[config.mk]
export PLATFORM = sky130hd
export DESIGN_NAME = vtps_top
export DESIGN_NICKNAME = d
export VERILOG_FILES = /design/src/design/vtps_geom.v /design/src/design/vtps_color.v /design/src/design/vtps_top.v
export VERILOG_INCLUDE_DIRS = /design/src /design/src/common
export SDC_FILE = /design/constraint.sdc
export NUM_CORES = 1
export LEC_CHECK = 0
export BUFFER_PORTS_ARGS = -buffer_cell sky130_fd_sc_hd__buf_2
export CELL_PAD_IN_SITES_DETAIL_PLACEMENT = 0
export CELL_PAD_IN_SITES_GLOBAL_PLACEMENT = 1
export CORE_UTILIZATION = 35
export CTS_BUF_LIST = sky130_fd_sc_hd__clkbuf_4 sky130_fd_sc_hd__clkbuf_8
export CTS_CLUSTER_SIZE = 30
export DETAILED_ROUTE_END_ITERATION = 16
export PLACE_DENSITY = 0.63
export SETUP_SLACK_MARGIN = 0.3
export SLEW_MARGIN = 20
export SYNTH_ARGS = -nofsm -noshare
export SYNTH_HDL_FRONTEND = slang
export SYNTH_SLANG_ARGS = --single-unit
[constraint.sdc]
create_clock -name aclk -period 6.7 [get_ports aclk]
set_input_delay 0.335 -clock aclk [delete_from_list [all_inputs] [get_ports aclk]]
set_output_delay 0.335 -clock aclk [all_outputs]
set_load 0.05 [all_outputs]
[src/common/vtps_regs.vh]
// Purpose: constants of the video test pattern source
// Assumes: included once per design file by bare name
// Notes: byte offsets of the register slave, packet codes, colour levels
`ifndef VTPS_REGS_VH
`define VTPS_REGS_VH

// ----------------------------------------
// Register map (byte addresses)
// ----------------------------------------
`define VTPS_OFS_CTRL 4'h0
`define VTPS_OFS_STATUS 4'h4
`define VTPS_OFS_WIDTH 4'h8
`define VTPS_OFS_HEIGHT 4'hC
`define VTPS_GO_BIT 0
`define VTPS_STATUS_BIT 0
`define VTPS_CTRL_RESET 1'b0

// ----------------------------------------
// Bus answers
// ----------------------------------------
`define VTPS_RESP_OKAY 2'h0
`define VTPS_RESP_SLVERR 2'h2

// ----------------------------------------
// Packet codes
// ----------------------------------------
`define VTPS_TYPE_CTRL 4'hF
`define VTPS_TYPE_IMAGE 4'h0
`define VTPS_NIB_PROG 4'h0
`define VTPS_NIB_FIELD 4'h8
`define VTPS_NIB_SECOND 4'h4
`define VTPS_CTRL_BEATS 2'h3

// ----------------------------------------
// Colour levels at 8 bits
// ----------------------------------------
`define VTPS_LVL_ON 8'hB4
`define VTPS_LVL_OFF 8'h10
`define VTPS_CHROMA_MID 8'h80
`define VTPS_NUM_BARS 4'h8

`endif

[src/design/vtps_geom.v]
// Purpose: border sizes and bar width for the working resolution
// Assumes: width larger than both borders
// Notes: purely combinational, read by the sequencer
`include "vtps_regs.vh"

module vtps_geom #(
   parameter HSUB = 0,
   parameter VSUB = 0
) (
   // Resolution
   input wire [15:0] width,
   // Geometry
   output wire [15:0] border_h,
   output wire [15:0] border_v,
   output wire [15:0] bar_w
);

   wire [15:0] interior;
   wire [15:0] raw_w;

   // RULE_08: two pixel sides
   // RULE_21: else one pixel
   assign border_h = (HSUB != 0) ? 16'h0002 : 16'h0001;
   // RULE_09: two line borders
   assign border_v = (VSUB != 0) ? 16'h0002 : 16'h0001;
   assign interior = width - (border_h << 1);
   // RULE_11: interior over eight
   assign raw_w = interior >> 3;
   // RULE_10: even when subsampled
   assign bar_w = (HSUB != 0) ? (raw_w & 16'hFFFE) : raw_w;

endmodule // vtps_geom

[src/design/vtps_color.v]
// Purpose: pixel colour for a bar, the border or the constant field
// Assumes: BPS of at least four
// Notes: subsampled output carries Y on plane 0 and Cb/Cr alternating on plane 1
`include "vtps_regs.vh"

module vtps_color #(
   parameter BPS = 8,
   parameter YCC = 0,
   parameter HSUB = 0,
   parameter BARS = 1,
   parameter [7:0] CONST_C0 = 8'h10,
   parameter [7:0] CONST_C1 = 8'hB4,
   parameter [7:0] CONST_C2 = 8'h10
) (
   // Selection
   input wire [2:0] bar_idx,
   input wire border,
   input wire odd_x,
   // Pixel
   output wire [3*BPS-1:0] pixel
);

   reg [7:0] c0;
   reg [7:0] c1;
   reg [7:0] c2;
   reg [23:0] ycc;

   // RULE_07: truncate or promote
   // One form for both directions: MSBs kept, zeros fill below
   function [BPS-1:0] conv;
      input [7:0] v;
      reg [BPS+7:0] t;
      begin
         t = {v, {BPS{1'b0}}};
         conv = t[BPS+7:8];
      end
   endfunction

   always @* begin
      ycc = 24'h000000;
      // RULE_06: luma chroma bars
      case (bar_idx)
         3'h0: ycc = {8'hB4, 8'h80, 8'h80};
         3'h1: ycc = {8'hA2, 8'h2C, 8'h8E};
         3'h2: ycc = {8'h83, 8'h9C, 8'h2C};
         3'h3: ycc = {8'h70, 8'h48, 8'h3A};
         3'h4: ycc = {8'h54, 8'hB8, 8'hC6};
         3'h5: ycc = {8'h41, 8'h64, 8'hD4};
         3'h6: ycc = {8'h23, 8'hD4, 8'h72};
         default: ycc = {8'h10, 8'h80, 8'h80};
      endcase
      // c0/c1/c2 = B G R or Cb Y Cr
      if (border) begin
         // RULE_02: black border
         c0 = (YCC != 0) ? `VTPS_CHROMA_MID : `VTPS_LVL_OFF;
         c1 = `VTPS_LVL_OFF;
         c2 = (YCC != 0) ? `VTPS_CHROMA_MID : `VTPS_LVL_OFF;
      end else if (BARS == 0) begin
         // RULE_01: constant colour
         c0 = CONST_C0;
         c1 = CONST_C1;
         c2 = CONST_C2;
      end else if (YCC != 0) begin
         c0 = ycc[15:8];
         c1 = ycc[23:16];
         c2 = ycc[7:0];
      end else begin
         // RULE_04: green, red, blue toggles
         // RULE_05: 180 on, 16 off
         c1 = !bar_idx[2] ? `VTPS_LVL_ON : `VTPS_LVL_OFF;
         c2 = !bar_idx[1] ? `VTPS_LVL_ON : `VTPS_LVL_OFF;
         c0 = !bar_idx[0] ? `VTPS_LVL_ON : `VTPS_LVL_OFF;
      end
   end

   // RULE_19: RGB never subsampled
   assign pixel = (YCC != 0 && HSUB != 0) ?
      {{BPS{1'b0}}, conv(odd_x ? c2 : c0), conv(c1)} :
      {conv(c2), conv(c1), conv(c0)};

endmodule // vtps_color

[src/design/vtps_top.v]
// Purpose: video test pattern source with AXI4-Lite run-time control
// Assumes: one clock, synchronous active-low reset, BPS of at least four
// Notes: one pixel per beat, three planes in parallel
`include "vtps_regs.vh"

// Summary of operation
// RULE_01: Pattern is a build-time constant colour or vertical colour bars.
// RULE_02: A black border surrounds the image on all four edges.
// RULE_03: Eight bars at 75%: white yellow cyan green magenta red blue black.
// RULE_04: Green on for bars one to four, red toggles per two, blue per one.
// RULE_05: RGB at 8 bits uses 180 for on and 16 for off.
// RULE_06: Luma chroma bars use the fixed Y,Cb,Cr table values.
// RULE_07: Other sample widths truncate or promote the 8-bit value.
// RULE_08: Horizontally subsampled luma chroma gets two pixel side borders.
// RULE_09: Vertically subsampled output gets two line top and bottom borders.
// RULE_10: Subsampled output keeps every bar width even.
// RULE_11: Seven bars take interior width over eight; black bar takes rest.
// RULE_12: A control packet with the resolution precedes every image packet.
// RULE_13: Interlaced fields come in pairs, order set by field synchronisation.
// RULE_14: New resolution takes effect only at a frame or field-pair boundary.
// RULE_15: At each boundary status drops to zero, wait go, copy settings.
// RULE_16: Then status is one and one or two packet sets are sent.
// RULE_17: Output advances only when downstream accepts, never losing data.
// RULE_18: Software must not set an odd height when interlaced or subsampled.
// RULE_19: Chroma subsampling applies to luma chroma only; RGB is full.
// RULE_20: Software must not exceed the build-time width and height.
// RULE_21: Without subsampling a border is one pixel on each side.
// RULE_22: Field order, pattern and constant colour are build-time choices.
module vtps_top #(
   parameter BPS = 8,
   parameter [15:0] MAX_W = 16'h0280,
   parameter [15:0] MAX_H = 16'h01E0,
   parameter INTERLACED = 0,
   parameter SYNC_FIRST = 0,
   parameter YCC = 0,
   parameter SUBSAMP = 0,
   parameter BARS = 1,
   parameter RUNTIME_CTRL = 1,
   parameter [7:0] CONST_C0 = 8'h10,
   parameter [7:0] CONST_C1 = 8'hB4,
   parameter [7:0] CONST_C2 = 8'h10
) (
   // Clock and reset
   input wire aclk,
   input wire aresetn,
   // AXI4-Lite write
   input wire [3:0] s_axi_awaddr,
   input wire s_axi_awvalid,
   output reg s_axi_awready,
   input wire [31:0] s_axi_wdata,
   input wire [3:0] s_axi_wstrb,
   input wire s_axi_wvalid,
   output reg s_axi_wready,
   output reg [1:0] s_axi_bresp,
   output reg s_axi_bvalid,
   input wire s_axi_bready,
   // AXI4-Lite read
   input wire [3:0] s_axi_araddr,
   input wire s_axi_arvalid,
   output reg s_axi_arready,
   output reg [31:0] s_axi_rdata,
   output reg [1:0] s_axi_rresp,
   output reg s_axi_rvalid,
   input wire s_axi_rready,
   // Pixel stream
   output reg [3*BPS-1:0] dout_data,
   output reg dout_valid,
   output reg dout_sop,
   output reg dout_eop,
   input wire dout_ready
);

   // ----------------------------------------
   // Constants
   // ----------------------------------------
   // RULE_19: subsampling only for luma chroma
   localparam HSUB = (YCC != 0 && SUBSAMP != 0) ? 1 : 0;
   localparam VSUB = (YCC != 0 && SUBSAMP == 2 && INTERLACED == 0) ? 1 : 0;
   localparam ST_WAIT = 3'h0;
   localparam ST_CHDR = 3'h1;
   localparam ST_CDAT = 3'h2;
   localparam ST_IHDR = 3'h3;
   localparam ST_PIX = 3'h4;

   // ----------------------------------------
   // Declarations
   // ----------------------------------------
   reg go;
   reg status;
   reg [15:0] width_sw;
   reg [15:0] height_sw;
   reg [15:0] width_act;
   reg [15:0] height_act;
   reg [3:0] awaddr_q;
   reg aw_held;
   reg [31:0] wdata_q;
   reg [3:0] wstrb_q;
   reg w_held;
   reg [2:0] state;
   reg [1:0] cbeat;
   reg field_cnt;
   reg second_type;
   reg [15:0] x;
   reg [15:0] y;
   reg [15:0] bar_cnt;
   reg [2:0] bar_idx;
   reg [31:0] rd_word;
   reg rd_hit;
   wire adv;
   wire go_eff;
   wire [15:0] lines;
   wire [15:0] border_h;
   wire [15:0] border_v;
   wire [15:0] bar_w;
   wire in_border;
   wire last_x;
   wire last_y;
   wire [3:0] lace_nib;
   wire [3*BPS-1:0] pixel;

   // Three nibbles, one in the low bits of each plane
   function [3*BPS-1:0] nib3;
      input [3:0] a;
      input [3:0] b;
      input [3:0] c;
      begin
         nib3 = {{(BPS-4){1'b0}}, c, {(BPS-4){1'b0}}, b, {(BPS-4){1'b0}}, a};
      end
   endfunction

   // ----------------------------------------
   // Register slave
   // ----------------------------------------
   always @(posedge aclk) begin
      if (!aresetn) begin
         s_axi_awready <= 1'b0;
         s_axi_wready <= 1'b0;
         s_axi_bvalid <= 1'b0;
         s_axi_bresp <= `VTPS_RESP_OKAY;
         aw_held <= 1'b0;
         w_held <= 1'b0;
         awaddr_q <= 4'h0;
         wdata_q <= 32'h00000000;
         wstrb_q <= 4'h0;
         go <= `VTPS_CTRL_RESET;
         width_sw <= MAX_W;
         height_sw <= MAX_H;
      end else begin
         s_axi_awready <= !aw_held && !s_axi_awready && s_axi_awvalid;
         s_axi_wready <= !w_held && !s_axi_wready && s_axi_wvalid;
         if (s_axi_awvalid && s_axi_awready) begin
            aw_held <= 1'b1;
            awaddr_q <= s_axi_awaddr;
         end
         if (s_axi_wvalid && s_axi_wready) begin
            w_held <= 1'b1;
            wdata_q <= s_axi_wdata;
            wstrb_q <= s_axi_wstrb;
         end
         if (s_axi_bvalid && s_axi_bready) begin
            s_axi_bvalid <= 1'b0;
         end
         if (aw_held && w_held && !s_axi_bvalid) begin
            aw_held <= 1'b0;
            w_held <= 1'b0;
            s_axi_bvalid <= 1'b1;
            s_axi_bresp <= `VTPS_RESP_OKAY;
            case (awaddr_q)
               `VTPS_OFS_CTRL: begin
                  if (wstrb_q[0]) begin
                     go <= wdata_q[`VTPS_GO_BIT];
                  end
               end
               `VTPS_OFS_STATUS: begin
                  // Read-only, write ignored
               end
               `VTPS_OFS_WIDTH: begin
                  if (wstrb_q[0]) width_sw[7:0] <= wdata_q[7:0];
                  if (wstrb_q[1]) width_sw[15:8] <= wdata_q[15:8];
               end
               `VTPS_OFS_HEIGHT: begin
                  if (wstrb_q[0]) height_sw[7:0] <= wdata_q[7:0];
                  if (wstrb_q[1]) height_sw[15:8] <= wdata_q[15:8];
               end
               default: begin
                  s_axi_bresp <= `VTPS_RESP_SLVERR;
               end
            endcase
         end
      end
   end

   always @* begin
      rd_word = 32'h00000000;
      rd_hit = 1'b1;
      case (s_axi_araddr)
         `VTPS_OFS_CTRL: rd_word = {31'h00000000, go};
         `VTPS_OFS_STATUS: rd_word = {31'h00000000, status};
         `VTPS_OFS_WIDTH: rd_word = {16'h0000, width_sw};
         `VTPS_OFS_HEIGHT: rd_word = {16'h0000, height_sw};
         default: rd_hit = 1'b0;
      endcase
   end

   always @(posedge aclk) begin
      if (!aresetn) begin
         s_axi_arready <= 1'b0;
         s_axi_rvalid <= 1'b0;
         s_axi_rdata <= 32'h00000000;
         s_axi_rresp <= `VTPS_RESP_OKAY;
      end else begin
         s_axi_arready <= !s_axi_rvalid && !s_axi_arready && s_axi_arvalid;
         if (s_axi_arvalid && s_axi_arready) begin
            s_axi_rvalid <= 1'b1;
            s_axi_rdata <= rd_word;
            s_axi_rresp <= rd_hit ? `VTPS_RESP_OKAY : `VTPS_RESP_SLVERR;
         end else if (s_axi_rvalid && s_axi_rready) begin
            s_axi_rvalid <= 1'b0;
         end
      end
   end

   // ----------------------------------------
   // Geometry and colour
   // ----------------------------------------
   vtps_geom #(
      .HSUB(HSUB),
      .VSUB(VSUB)
   ) u_geom (
      .width(width_act),
      .border_h(border_h),
      .border_v(border_v),
      .bar_w(bar_w)
   );

   // RULE_03: eight bars in order
   vtps_color #(
      .BPS(BPS),
      .YCC(YCC),
      .HSUB(HSUB),
      .BARS(BARS),
      .CONST_C0(CONST_C0),
      .CONST_C1(CONST_C1),
      .CONST_C2(CONST_C2)
   ) u_color (
      .bar_idx(bar_idx),
      .border(in_border),
      .odd_x(x[0]),
      .pixel(pixel)
   );

   // Odd heights lose the last line when interlaced
   assign lines = (INTERLACED != 0) ? (height_act >> 1) : height_act;
   assign in_border = (x < border_h) || (x >= width_act - border_h) ||
                      (y < border_v) || (y >= lines - border_v);
   assign last_x = (x == width_act - 16'h0001);
   assign last_y = (y == lines - 16'h0001);
   assign lace_nib = (INTERLACED != 0) ?
      (second_type ? (`VTPS_NIB_FIELD | `VTPS_NIB_SECOND) : `VTPS_NIB_FIELD) :
      `VTPS_NIB_PROG;
   // RULE_17: move only on acceptance
   assign adv = !dout_valid || dout_ready;
   // Without run-time control the source free-runs
   assign go_eff = (RUNTIME_CTRL != 0) ? go : 1'b1;

   // ----------------------------------------
   // Packet sequencer
   // ----------------------------------------
   always @(posedge aclk) begin
      if (!aresetn) begin
         state <= ST_WAIT;
         status <= 1'b0;
         width_act <= MAX_W;
         height_act <= MAX_H;
         cbeat <= 2'h0;
         field_cnt <= 1'b0;
         second_type <= 1'b0;
         x <= 16'h0000;
         y <= 16'h0000;
         bar_cnt <= 16'h0000;
         bar_idx <= 3'h0;
         dout_valid <= 1'b0;
         dout_data <= {3*BPS{1'b0}};
         dout_sop <= 1'b0;
         dout_eop <= 1'b0;
      end else begin
         case (state)
            ST_WAIT: begin
               // RULE_15: status low, wait go
               status <= 1'b0;
               if (adv) begin
                  dout_valid <= 1'b0;
               end
               if (go_eff) begin
                  // RULE_14: latch only here
                  if (RUNTIME_CTRL != 0) begin
                     width_act <= width_sw;
                     height_act <= height_sw;
                  end
                  // RULE_16: status high, send
                  status <= 1'b1;
                  field_cnt <= 1'b0;
                  // RULE_13 RULE_22: build-time pair order
                  second_type <= (SYNC_FIRST != 0);
                  state <= ST_CHDR;
               end
            end
            ST_CHDR: begin
               if (adv) begin
                  // RULE_12: control packet first
                  dout_valid <= 1'b1;
                  dout_data <= nib3(`VTPS_TYPE_CTRL, 4'h0, 4'h0);
                  dout_sop <= 1'b1;
                  dout_eop <= 1'b0;
                  cbeat <= 2'h0;
                  state <= ST_CDAT;
               end
            end
            ST_CDAT: begin
               if (adv) begin
                  dout_valid <= 1'b1;
                  dout_sop <= 1'b0;
                  case (cbeat)
                     2'h0: dout_data <= nib3(width_act[15:12], width_act[11:8],
                                             width_act[7:4]);
                     2'h1: dout_data <= nib3(width_act[3:0], height_act[15:12],
                                             height_act[11:8]);
                     default: dout_data <= nib3(height_act[7:4], height_act[3:0],
                                                lace_nib);
                  endcase
                  dout_eop <= (cbeat == `VTPS_CTRL_BEATS - 2'h1);
                  cbeat <= cbeat + 2'h1;
                  if (cbeat == `VTPS_CTRL_BEATS - 2'h1) begin
                     state <= ST_IHDR;
                  end
               end
            end
            ST_IHDR: begin
               if (adv) begin
                  dout_valid <= 1'b1;
                  dout_data <= nib3(`VTPS_TYPE_IMAGE, 4'h0, 4'h0);
                  dout_sop <= 1'b1;
                  dout_eop <= 1'b0;
                  x <= 16'h0000;
                  y <= 16'h0000;
                  bar_cnt <= 16'h0000;
                  bar_idx <= 3'h0;
                  state <= ST_PIX;
               end
            end
            ST_PIX: begin
               if (adv) begin
                  dout_valid <= 1'b1;
                  dout_data <= pixel;
                  dout_sop <= 1'b0;
                  dout_eop <= last_x && last_y;
                  // RULE_11: black bar takes rest
                  if (x < border_h) begin
                     bar_cnt <= 16'h0000;
                     bar_idx <= 3'h0;
                  end else if (bar_cnt == bar_w - 16'h0001 && bar_idx != 3'h7) begin
                     bar_cnt <= 16'h0000;
                     bar_idx <= bar_idx + 3'h1;
                  end else begin
                     bar_cnt <= bar_cnt + 16'h0001;
                  end
                  if (last_x) begin
                     x <= 16'h0000;
                     y <= y + 16'h0001;
                  end else begin
                     x <= x + 16'h0001;
                  end
                  if (last_x && last_y) begin
                     // RULE_16: second field of the pair
                     if (INTERLACED != 0 && !field_cnt) begin
                        field_cnt <= 1'b1;
                        second_type <= !second_type;
                        state <= ST_CHDR;
                     end else begin
                        // RULE_15: status drops at boundary
                        status <= 1'b0;
                        state <= ST_WAIT;
                     end
                  end
               end
            end
            default: begin
               state <= ST_WAIT;
            end
         endcase
      end
   end

endmodule // vtps_top

[After elaboration in Yosys (flattened, before gate mapping)]
Index checks and enable logic that the tools add are counted.
Cells by class
  add/subtract/negate cells: 9
  order comparisons: 4
  equal/unequal tests: 29
  multiplexer cells: 58
  bitwise gates (word level): 1
  reductions and logical operators: 62
Operator list (count)
  $mux W16: 8
  $mux W24: 4
  $pmux W16 S2: 3
  $pmux W24 S4: 1
  $pmux W16 S4: 1
  $add A16 B1 Y16 const B: 3
  $eq A16 B16 Y1: 3
  $mux W8: 6
  $pmux W20 S2: 1
  $mux W3: 11
  $ge A16 B16 Y1: 2
  $lt A16 B1 Y1 const B: 2
  $sub A16 B1 Y16 const B: 2
  $reduce_and A3 Y1: 10
  $ne A2 B2 Y1 const B: 9
  $eq A4 B4 Y1 const B: 4
  $sub A16 B2 Y16 const B: 1
  $logic_and A1 B1 Y1: 15
  $pmux W3 S5: 1
  $reduce_bool A2 Y1: 7
  $sub A13 B1 Y14 const B: 1
  $mux W1: 12
  $reduce_and A4 Y1: 3
  $reduce_or A4 Y1: 3
  other kinds (27): 50
Word-level totals
  flip-flop bits (word level): 214
  output and inout port bits: 68
  logic and storage cells: 194

[Longest topological paths before layout]
Gate-level depths: netlist (run 1).
  depth in word-level cells: 8
  mapped depth: 17
  mapped depth without buffers: 17

[Cells and area by module]
A second synthesis (run 1) with hierarchy kept.
Second synthesis, totals
  cell total of the unflattened synthesis: 1681
  area, all modules: 13315.3 um^2
By module, submodules not included
  vtps_top: instances 1, cells each 1584, area each 12639.6 um^2, sequential area each 3923.8 um^2
  vtps_geom: instances 1, cells each 71, area each 499.2 um^2, sequential area each 0.0 um^2
  vtps_color: instances 1, cells each 26, area each 176.4 um^2, sequential area each 0.0 um^2

[Worst setup path after synthesis (run 1)]
OpenSTA, ideal clock, no wires.
  kind: register -> register
  from: reg height_act[0]
  to: reg dout_data[18]
  data arrival time: 3.763 ns
  setup slack: 2.862 ns
  cell stages (with the launch flop): 18
  path buffers: 0
  period minus slack after synthesis: 3.838 ns
  cell sequence: dfxtp_1 -> inv_1 -> ha_1 -> nand2_1 -> or3_1 -> or2_2 -> nor2b_1 -> nand2_1 -> xor2_1 -> ha_1 -> nand4_1 -> nor2_1 -> and4_1 -> and3_1 -> or4_1 -> a221o_1 -> or3_1 -> a21boi_0
Between the ends
  longest elaborated chain between the ends: 6
RTL lines
  start: declaration: RTL line vtps_top.v:93  | reg [15:0] height_act;
  start signal: assignment: RTL line vtps_top.v:298  | height_act <= height_sw;
  $sub A16 B1 Y16: RTL line vtps_top.v:255  | (y < border_v) || (y >= lines - border_v);
  $ge A16 B16 Y1: RTL line vtps_top.v:255
  $logic_or A1 B1 Y1: RTL line vtps_top.v:255
  $mux W8: RTL line vtps_color.v:53  | if (border) begin
  $mux W24: RTL line vtps_top.v:352  | if (adv) begin
  $pmux W24 S4: RTL line vtps_top.v:287  | case (state)
  end signal: assignment: RTL line vtps_top.v:283  | dout_data <= {3*BPS{1'b0}};
  end signal: assignment: RTL line vtps_top.v:312  | dout_data <= nib3(`VTPS_TYPE_CTRL, 4'h0, 4'h0);
  end signal: assignment: RTL line vtps_top.v:354  | dout_data <= pixel;
  end: declaration: RTL line vtps_top.v:66  | output reg [3*BPS-1:0] dout_data,
No other way between the ends. The select of a mux whose other input is x is not followed.
A chain may end at the register's enable or synchronous reset.

[Worst setup path after layout (run 1)]
  from: reg width_act[1]
  to: reg y[15]
Between the ends
  longest elaborated chain between the ends: 4
RTL lines
  start: declaration: RTL line vtps_top.v:92  | reg [15:0] width_act;
  start signal: assignment: RTL line vtps_top.v:297  | width_act <= width_sw;
  $sub A16 B1 Y16: RTL line vtps_top.v:256  | assign last_x = (x == width_act - 16'h0001);
  $eq A16 B16 Y1: RTL line vtps_top.v:256
  $ne A2 B2 Y1 (no line)
  $reduce_and A4 Y1 (no line)
  end signal: assignment: RTL line vtps_top.v:369  | y <= y + 16'h0001;
  end: declaration: RTL line vtps_top.v:104  | reg [15:0] y;
No other way between the ends.

==> flow_metrics.tcl, run 1 <==
set metrics [dict create \
    pre_cts_ws_ns 1.97 \
    fin_skew_ns 0.0278 \
    dr.pass1.iters 5 \
    grt_pass1_vias 7763 \
    async_flop_share 0 \
    dieArea_um2 29600 \
    gp_congestion 0.821 \
    synth_area_leaders "dfxtp_1, nand2_1, ha_1" \
    ioPinCount 120 \
    cp.arrival_ns 5.14 \
    maxSlewViolCount 0 \
    fin_tns_setup_ns 0 \
    syn-mean-instance-area_um2 8.30 \
    finalSetupViolations 0 \
    relSlewSlack 0.267 \
    dp_hpwl_um 19900 \
    grt_antenna_before_repair 0 \
    drive_gt1_frac 0.107 \
    cts_resized 0 \
    status "complete, no violations" \
    cts.root.buffer_cell "clkbuf_8" \
    max_cap_viol_count 0 \
    ys_seq_area_frac 0.372 \
    synthFlopType "dfxtp_1" \
    tightest_slew_ns 1.10 \
    syn_inst 1219 \
    grt_pass1_wl_um 43700 \
    row_count 61 \
    gr-total-overflow 0 \
    rsz0062_at_grt "no" \
    drt_wl_total_um 27300 \
    yosys.area.top_type "dfxtp_1" \
    num_vias 8354 \
    initialDrtViolationCount 539 \
    clk_pin_slew_worst_paths_ns 0.14 \
    h-tree-depth 4 \
    portBuffers 80 \
    syn_to_final_growth_pct 10.1 \
    final_hold_viol_count 0 \
    path_max_fanout 12 \
    wl_per_cell_um 16.6 \
    hold_path_class "in2reg" \
    num_antenna_cells 0 \
    start_util 0.360 \
    synth-edff-count 0 \
    final_common_cell "nand2_1" \
    power_leakage_nw 4.39 \
    clock-sinks 188 \
    core_area_um2 28100 \
    start_kind "flip-flop" \
    holdBufCountCts 0 \
    grt_max_degree 112 \
    cts_setup_buffers 0 \
    synth_area_um2 10100 \
    fp.dieW_um 172 \
    ant_nets 0 \
    ir_drop_v 0.000124 \
    powerDensity_nw_per_um2 198 \
    finalNetCount 1351 \
    track_usage 0.189 \
    vias_per_cell 5.08 \
    fin_ws_ns 1.91 \
    critical_path.endpoint_type "flip-flop" \
    max_freq_ghz 0.209 \
    crit_type "reg2reg" \
    cts_max_path_buffers 2 \
    whs_ns 0.0847 \
    fp.dieH_um 172 \
    fin_crit_sh 0.715 \
    final_cell_mix "nand2_1, dfxtp_1, buf_2, nor2_1, a21boi_0" \
    cts_buffers 17 \
    cts_tree "built" \
    reg2regPathDepth 13 \
    synth.top_cell.area_share 0.372 \
    drc_errors 0 \
    ys_types 61 \
    holdPathStages 3 \
    ys_warn_count 0 \
    fin_crit_ns 4.79 \
    ys_seq_elements 188 \
    cp.required_ns 7.05 \
    clkLatencyLatePin_ns 0.48 \
]
==> layout make-up <==
type | instances | area, um^2
flip-flops and latches | 188 | 3760
multi-input cells | 935 | 5890
well taps | 378 | 473
repair buffers | 89 | 470
clock inverters | 15 | 220
fillers | 2978 | 16900
inverters | 23 | 86.3
clock buffers | 17 | 234
==> worst max-delay path, cell delays in order, from the launching register on <==
cell,delay [ns]
dfxtp_1,0.46
nor3_1,0.67
nand3_1,0.52
nor4_1,0.42
xnor2_1,0.13
ha_1,0.31
nand4_1,0.14
nor3_1,0.39
nand3_1,0.12
a21oi_1,0.75
and3_1,0.40
nand4_1,0.14
xor2_1,0.15
nor2_1,0.05
==> stage by stage <==
step                      std cells  total power, mW   util  instance area (um^2)
after floorplan                1239             1.34      -                 10200
after global placement         1613             1.39  0.381                 10700
after detailed placement       1613             1.39  0.381                 10700
after CTS                      1645             2.24  0.397                 11100
after global routing           1645             2.30  0.397                 11100
final                          1645             2.21  0.397                 11100
==> cell families (layout without fill, tap and decap cells) <==
| group | after synthesis | count (layout) | synth area share |
|---|---|---|---|
| buffers and inverters | 116 | 144 | 0.0537 |
| flip-flops | 188 | 188 | 0.372 |
| AO/OA/AOI/OAI | 245 | 245 | 0.166 |
| other | 1 | 21 | 0.000371 |
| XOR/XNOR | 70 | 70 | 0.0620 |
| adder cells (fa/ha/maj) | 45 | 45 | 0.0557 |
| multiplexers | 38 | 38 | 0.0381 |
| AND/OR/NAND/NOR | 516 | 516 | 0.252 |
==> worst paths after layout <==
kind                                                 from                  endpoint  slack, ns
worst max-delay path            width_act[1]$_SDFFE_PN0P_        y[15]$_SDFFE_PN0P_       1.91
worst min-delay path                       s_axi_wdata[6]   wdata_q[6]$_SDFFE_PN0P_       0.08
worst max register to register  width_act[1]$_SDFFE_PN0P_        y[15]$_SDFFE_PN0P_       1.91
worst min register to register       aw_held$_SDFFE_PP0P_  s_axi_awready$_SDFF_PN0_       0.47
==> Yosys cell counts (3+ instances only) <==
library cell,number
buf_4,28
nor4b_1,10
xnor2_1,39
nor4bb_1,4
xor2_1,30
a31oi_1,3
and2_1,24
a21oi_1,43
mux2i_1,34
o221a_2,4
or3_1,15
nor3b_1,4
nor2_1,78
nand2b_1,13
a211oi_1,4
buf_1,4
clkbuf_1,59
dfxtp_1,188
or4_1,4
nor4_1,12
a21o_1,14
nor2b_1,49
mux2_2,4
ha_1,45
a21boi_0,57
and4_1,4
o21ai_0,45
and3_1,19
o21a_1,6
o31ai_1,15
inv_1,23
o2111ai_1,3
nand4_1,20
nand2_1,189
a22oi_1,26
nand3_1,32
nor3_1,30
a22o_1,10
==> power by group <==
group	total, mW	internal [mW]	switching, mW
logic	0.210	0.0542	0.156
registers	1.16	1.14	0.0205
clock network	0.838	0.305	0.533
total	2.21	1.50	0.710
==> layer usage <==
layer	vias to the layer above	wire length (um)	GRT usage
met3	16	769	0.0243
met4	0	321	0.0431
met5	-	0	0
li1	4279	-	-
met2	134	12500	0.304
met1	3925	13700	0.269
Note: power is estimated with default switching activity, not from simulation.
==> inputs of run 2 (changes only) <==
Settings changed: ABC_AREA from default to 1, PLACE_DENSITY 0.63 to 0.65.
Clock period 6.7 ns to 4.5 ns, I/O delays scaled along.
==> run 2 against run 1 <==
- critical path depth up 9
- wire length is 7.0% higher
- largest cell class unchanged
- critical endpoint is now y[14]$_SDFFE_PN0P_
- first-iteration DRC count increased by 1.1%
- combinational power rose to 4.2 times the previous value
- register-to-register slack worse by 0.98 ns
- non-clock buffer count up 27
- via count rose by 13%
- highest routed layer unchanged
- sequential power grew 55%
==> flow_metrics.tcl, run 2 <==
set metrics [dict create \
    cp.arrival_ns 4.00 \
    yosys.area.top_type "dfxtp_1" \
    synth-edff-count 0 \
    clkLatencyLatePin_ns 0.49 \
    seq_area_um2 3760 \
    start_kind "flip-flop" \
    portBuffers 80 \
    final_cell_mix "nand2_1, dfxtp_1, inv_1, nor2_1, a21oi_1" \
    nFillCells 3102 \
    synth.top_cells.by_count "nand2_1, dfxtp_1, inv_1" \
    relSlewSlack 0.325 \
    synth_compound_area_frac 0.191 \
    fp.dieH_um 173 \
    path_cells "inv_1 > ha_1 > nand3_1 > nor2_1 > nand2_1 > xor2_1 > inv_1 > ha_1 > nand2_1 > nor2_1 > nand2_1 > inv_1 > nand3_1 > nor2_2 > o21ai_2 > inv_2 > nand3_1 > nor2_1 > nand2_1 > nor3_1 > o21ai_0 > a21oi_1" \
    syn_to_final_growth_pct 12.9 \
    maxSlewViolCount 0 \
    ys_seq_area_frac 0.367 \
    place_area_um2 10900 \
    grt_pass1_wl_um 48300 \
    dp_hpwl_um 21600 \
    power_leakage_nw 4.94 \
    cp.required_ns 4.93 \
    initialDrtViolationCount 545 \
    tightest_slew_ns 1.01 \
    dr.pass1.iters 6 \
    num_vias 9399 \
    slowest_stage "dfxtp_1" \
    status "complete, no violations" \
    synth-simple-area-share 0.238 \
    num_antenna_cells 0 \
    finalSetupViolations 0 \
    grt_antenna_before_repair 0 \
    power_mw 3.85 \
    crit_start "width_act[0]$_SDFFE_PN0P_" \
    cts_max_path_buffers 2 \
    async_flop_share 0 \
    clock-sinks 188 \
    yosys.area_share.adder 0.0550 \
    synthMuxAreaShare 0 \
    ys_warn_count 0 \
    max_freq_ghz 0.280 \
    synth.most_common_cell "nand2_1" \
    r2r-start "width_act[0]$_SDFFE_PN0P_" \
    ys_seq_elements 188 \
    clk_pin_slew_worst_paths_ns 0.11 \
    cp_slowest_stage_delay_ns 0.40 \
    cts_tree "built" \
    stdcell_count 1943 \
    path_max_fanout 8 \
    crit_top_cell "nand2_1" \
    synth_area_leaders "dfxtp_1, nand2_1, a21oi_1" \
    dp.cells 1883 \
    final_common_cell "nand2_1" \
    ioPinCount 120 \
    start_util 0.356 \
    wl_per_cell_um 15.1 \
    rsz0062_at_grt "no" \
    cts.root.buffer_cell "clkbuf_8" \
    h-tree-depth 4 \
    yosys.area_share.xor_xnor 0.0381 \
    syn-mean-instance-area_um2 6.99 \
    holdPathStages 3 \
    post-route-util 0.402 \
    fp.dieW_um 173 \
    cts_buffers 17 \
    pre_cts_ws_ns 0.849 \
    syn_inst 1465 \
    reg2regPathDepth 22 \
    drt_wl_total_um 29200 \
    ys_types 47 \
    core_area_um2 28800 \
    fin_skew_ns 0.0223 \
    final_hold_viol_count 0 \
    row_count 62 \
    synth.top_cell.area_share 0.367 \
    multiInputGateArea_um2 5450 \
    hold_path_class "in2reg" \
    fin_tns_setup_ns 0 \
    ant_nets 0 \
    drc_errors 0 \
    finalNetCount 1644 \
    synth_area_um2 10200 \
    critical_path.endpoint_type "flip-flop" \
    track_usage 0.202 \
    grt_max_degree 104 \
    gp_congestion 0.880 \
    grt_pass1_vias 8993 \
    synth_top_family_by_area "simple AND/OR/NAND/NOR gates" \
    whs_ns 0.0286 \
    fin_crit_sh 0.794 \
    crit_type "reg2reg" \
    vias_per_cell 4.84 \
    fin_crit_ns 3.57 \
    fin_ws_ns 0.929 \
    design_area_um2 11600 \
    ir_drop_v 0.000195 \
    min_from "s_axi_wdata[7]" \
    drive_gt1_frac 0.115 \
    dieArea_um2 30000 \
    synthFlopType "dfxtp_1" \
    gr-total-overflow 0 \
    powerDensity_nw_per_um2 333 \
    max_cap_viol_count 0 \
]
run 2: cell count changes after synthesis, moves of 26 or more:
cell,delta
o21ai_0,+84
nor2b_1,-49
xnor2_1,-31
inv_1,+152
o22ai_1,+26
nor2_1,+79
a21oi_1,+107
a21boi_0,-56
nand2_1,+61
nand3_1,+34
mux2i_1,-34
run 2: cells by family (layout without fill, tap and decap cells):
kind of cell | count (synthesis) | in the layout
flops | 188 | 188
simple gates | 562 | 562
buf+inv | 270 | 344
xor+xnor | 43 | 43
compound gates | 356 | 356
fa+ha+maj | 45 | 45
other cells | 1 | 21
run 2: critical path: cells and delay by family, from the launching register on:
family	cells	cell delay, ns
XOR/XNOR	1	0.14
AND/OR/NAND/NOR	12	1.74
AO/OA/AOI/OAI	3	0.33
adder cells (fa/ha/maj)	2	0.47
buffers and inverters	4	0.43
flip-flops	1	0.40
run 2: repair_timing:
action,4_1_cts,5_1_grt
endpoints found under the hold margin,27,0
resized for setup,0,2
hold buffers,28,0
endpoints found under the setup margin,0,2
buffers inserted,0,0
run 2: area by class of cell:
cell class,instances,area share
well taps,384,0.0415
clock inverters,11,0.0105
inverters,197,0.0639
clock buffers,20,0.0227
multi-input cells,1027,0.471
flip-flops and latches,188,0.325
repair buffers,116,0.0651
run 2: worst paths after layout:
kind                                           endpoint  slack (ns)
worst max-delay path                 y[14]$_SDFFE_PN0P_        0.93
worst min-delay path            wdata_q[7]$_SDFFE_PN0P_        0.03
worst max register to register       y[14]$_SDFFE_PN0P_        0.93
worst min register to register  s_axi_wready$_SDFF_PN0_        0.43
run 2: where the power goes:
group,internal [mW],leakage [nW],switching [mW]
Sequential,1.75,1.52,0.0546
Combinational,0.203,3.22,0.674
Clock,0.483,0.202,0.686
Total,2.43,4.94,1.42
run 2: routing by layer:
layer	up-vias	track usage	wire length, um
met5	-	0	0
met4	0	0.0546	428
met3	24	0.0268	837
met2	161	0.331	13500
met1	4267	0.277	14500
li1	4947	-	-
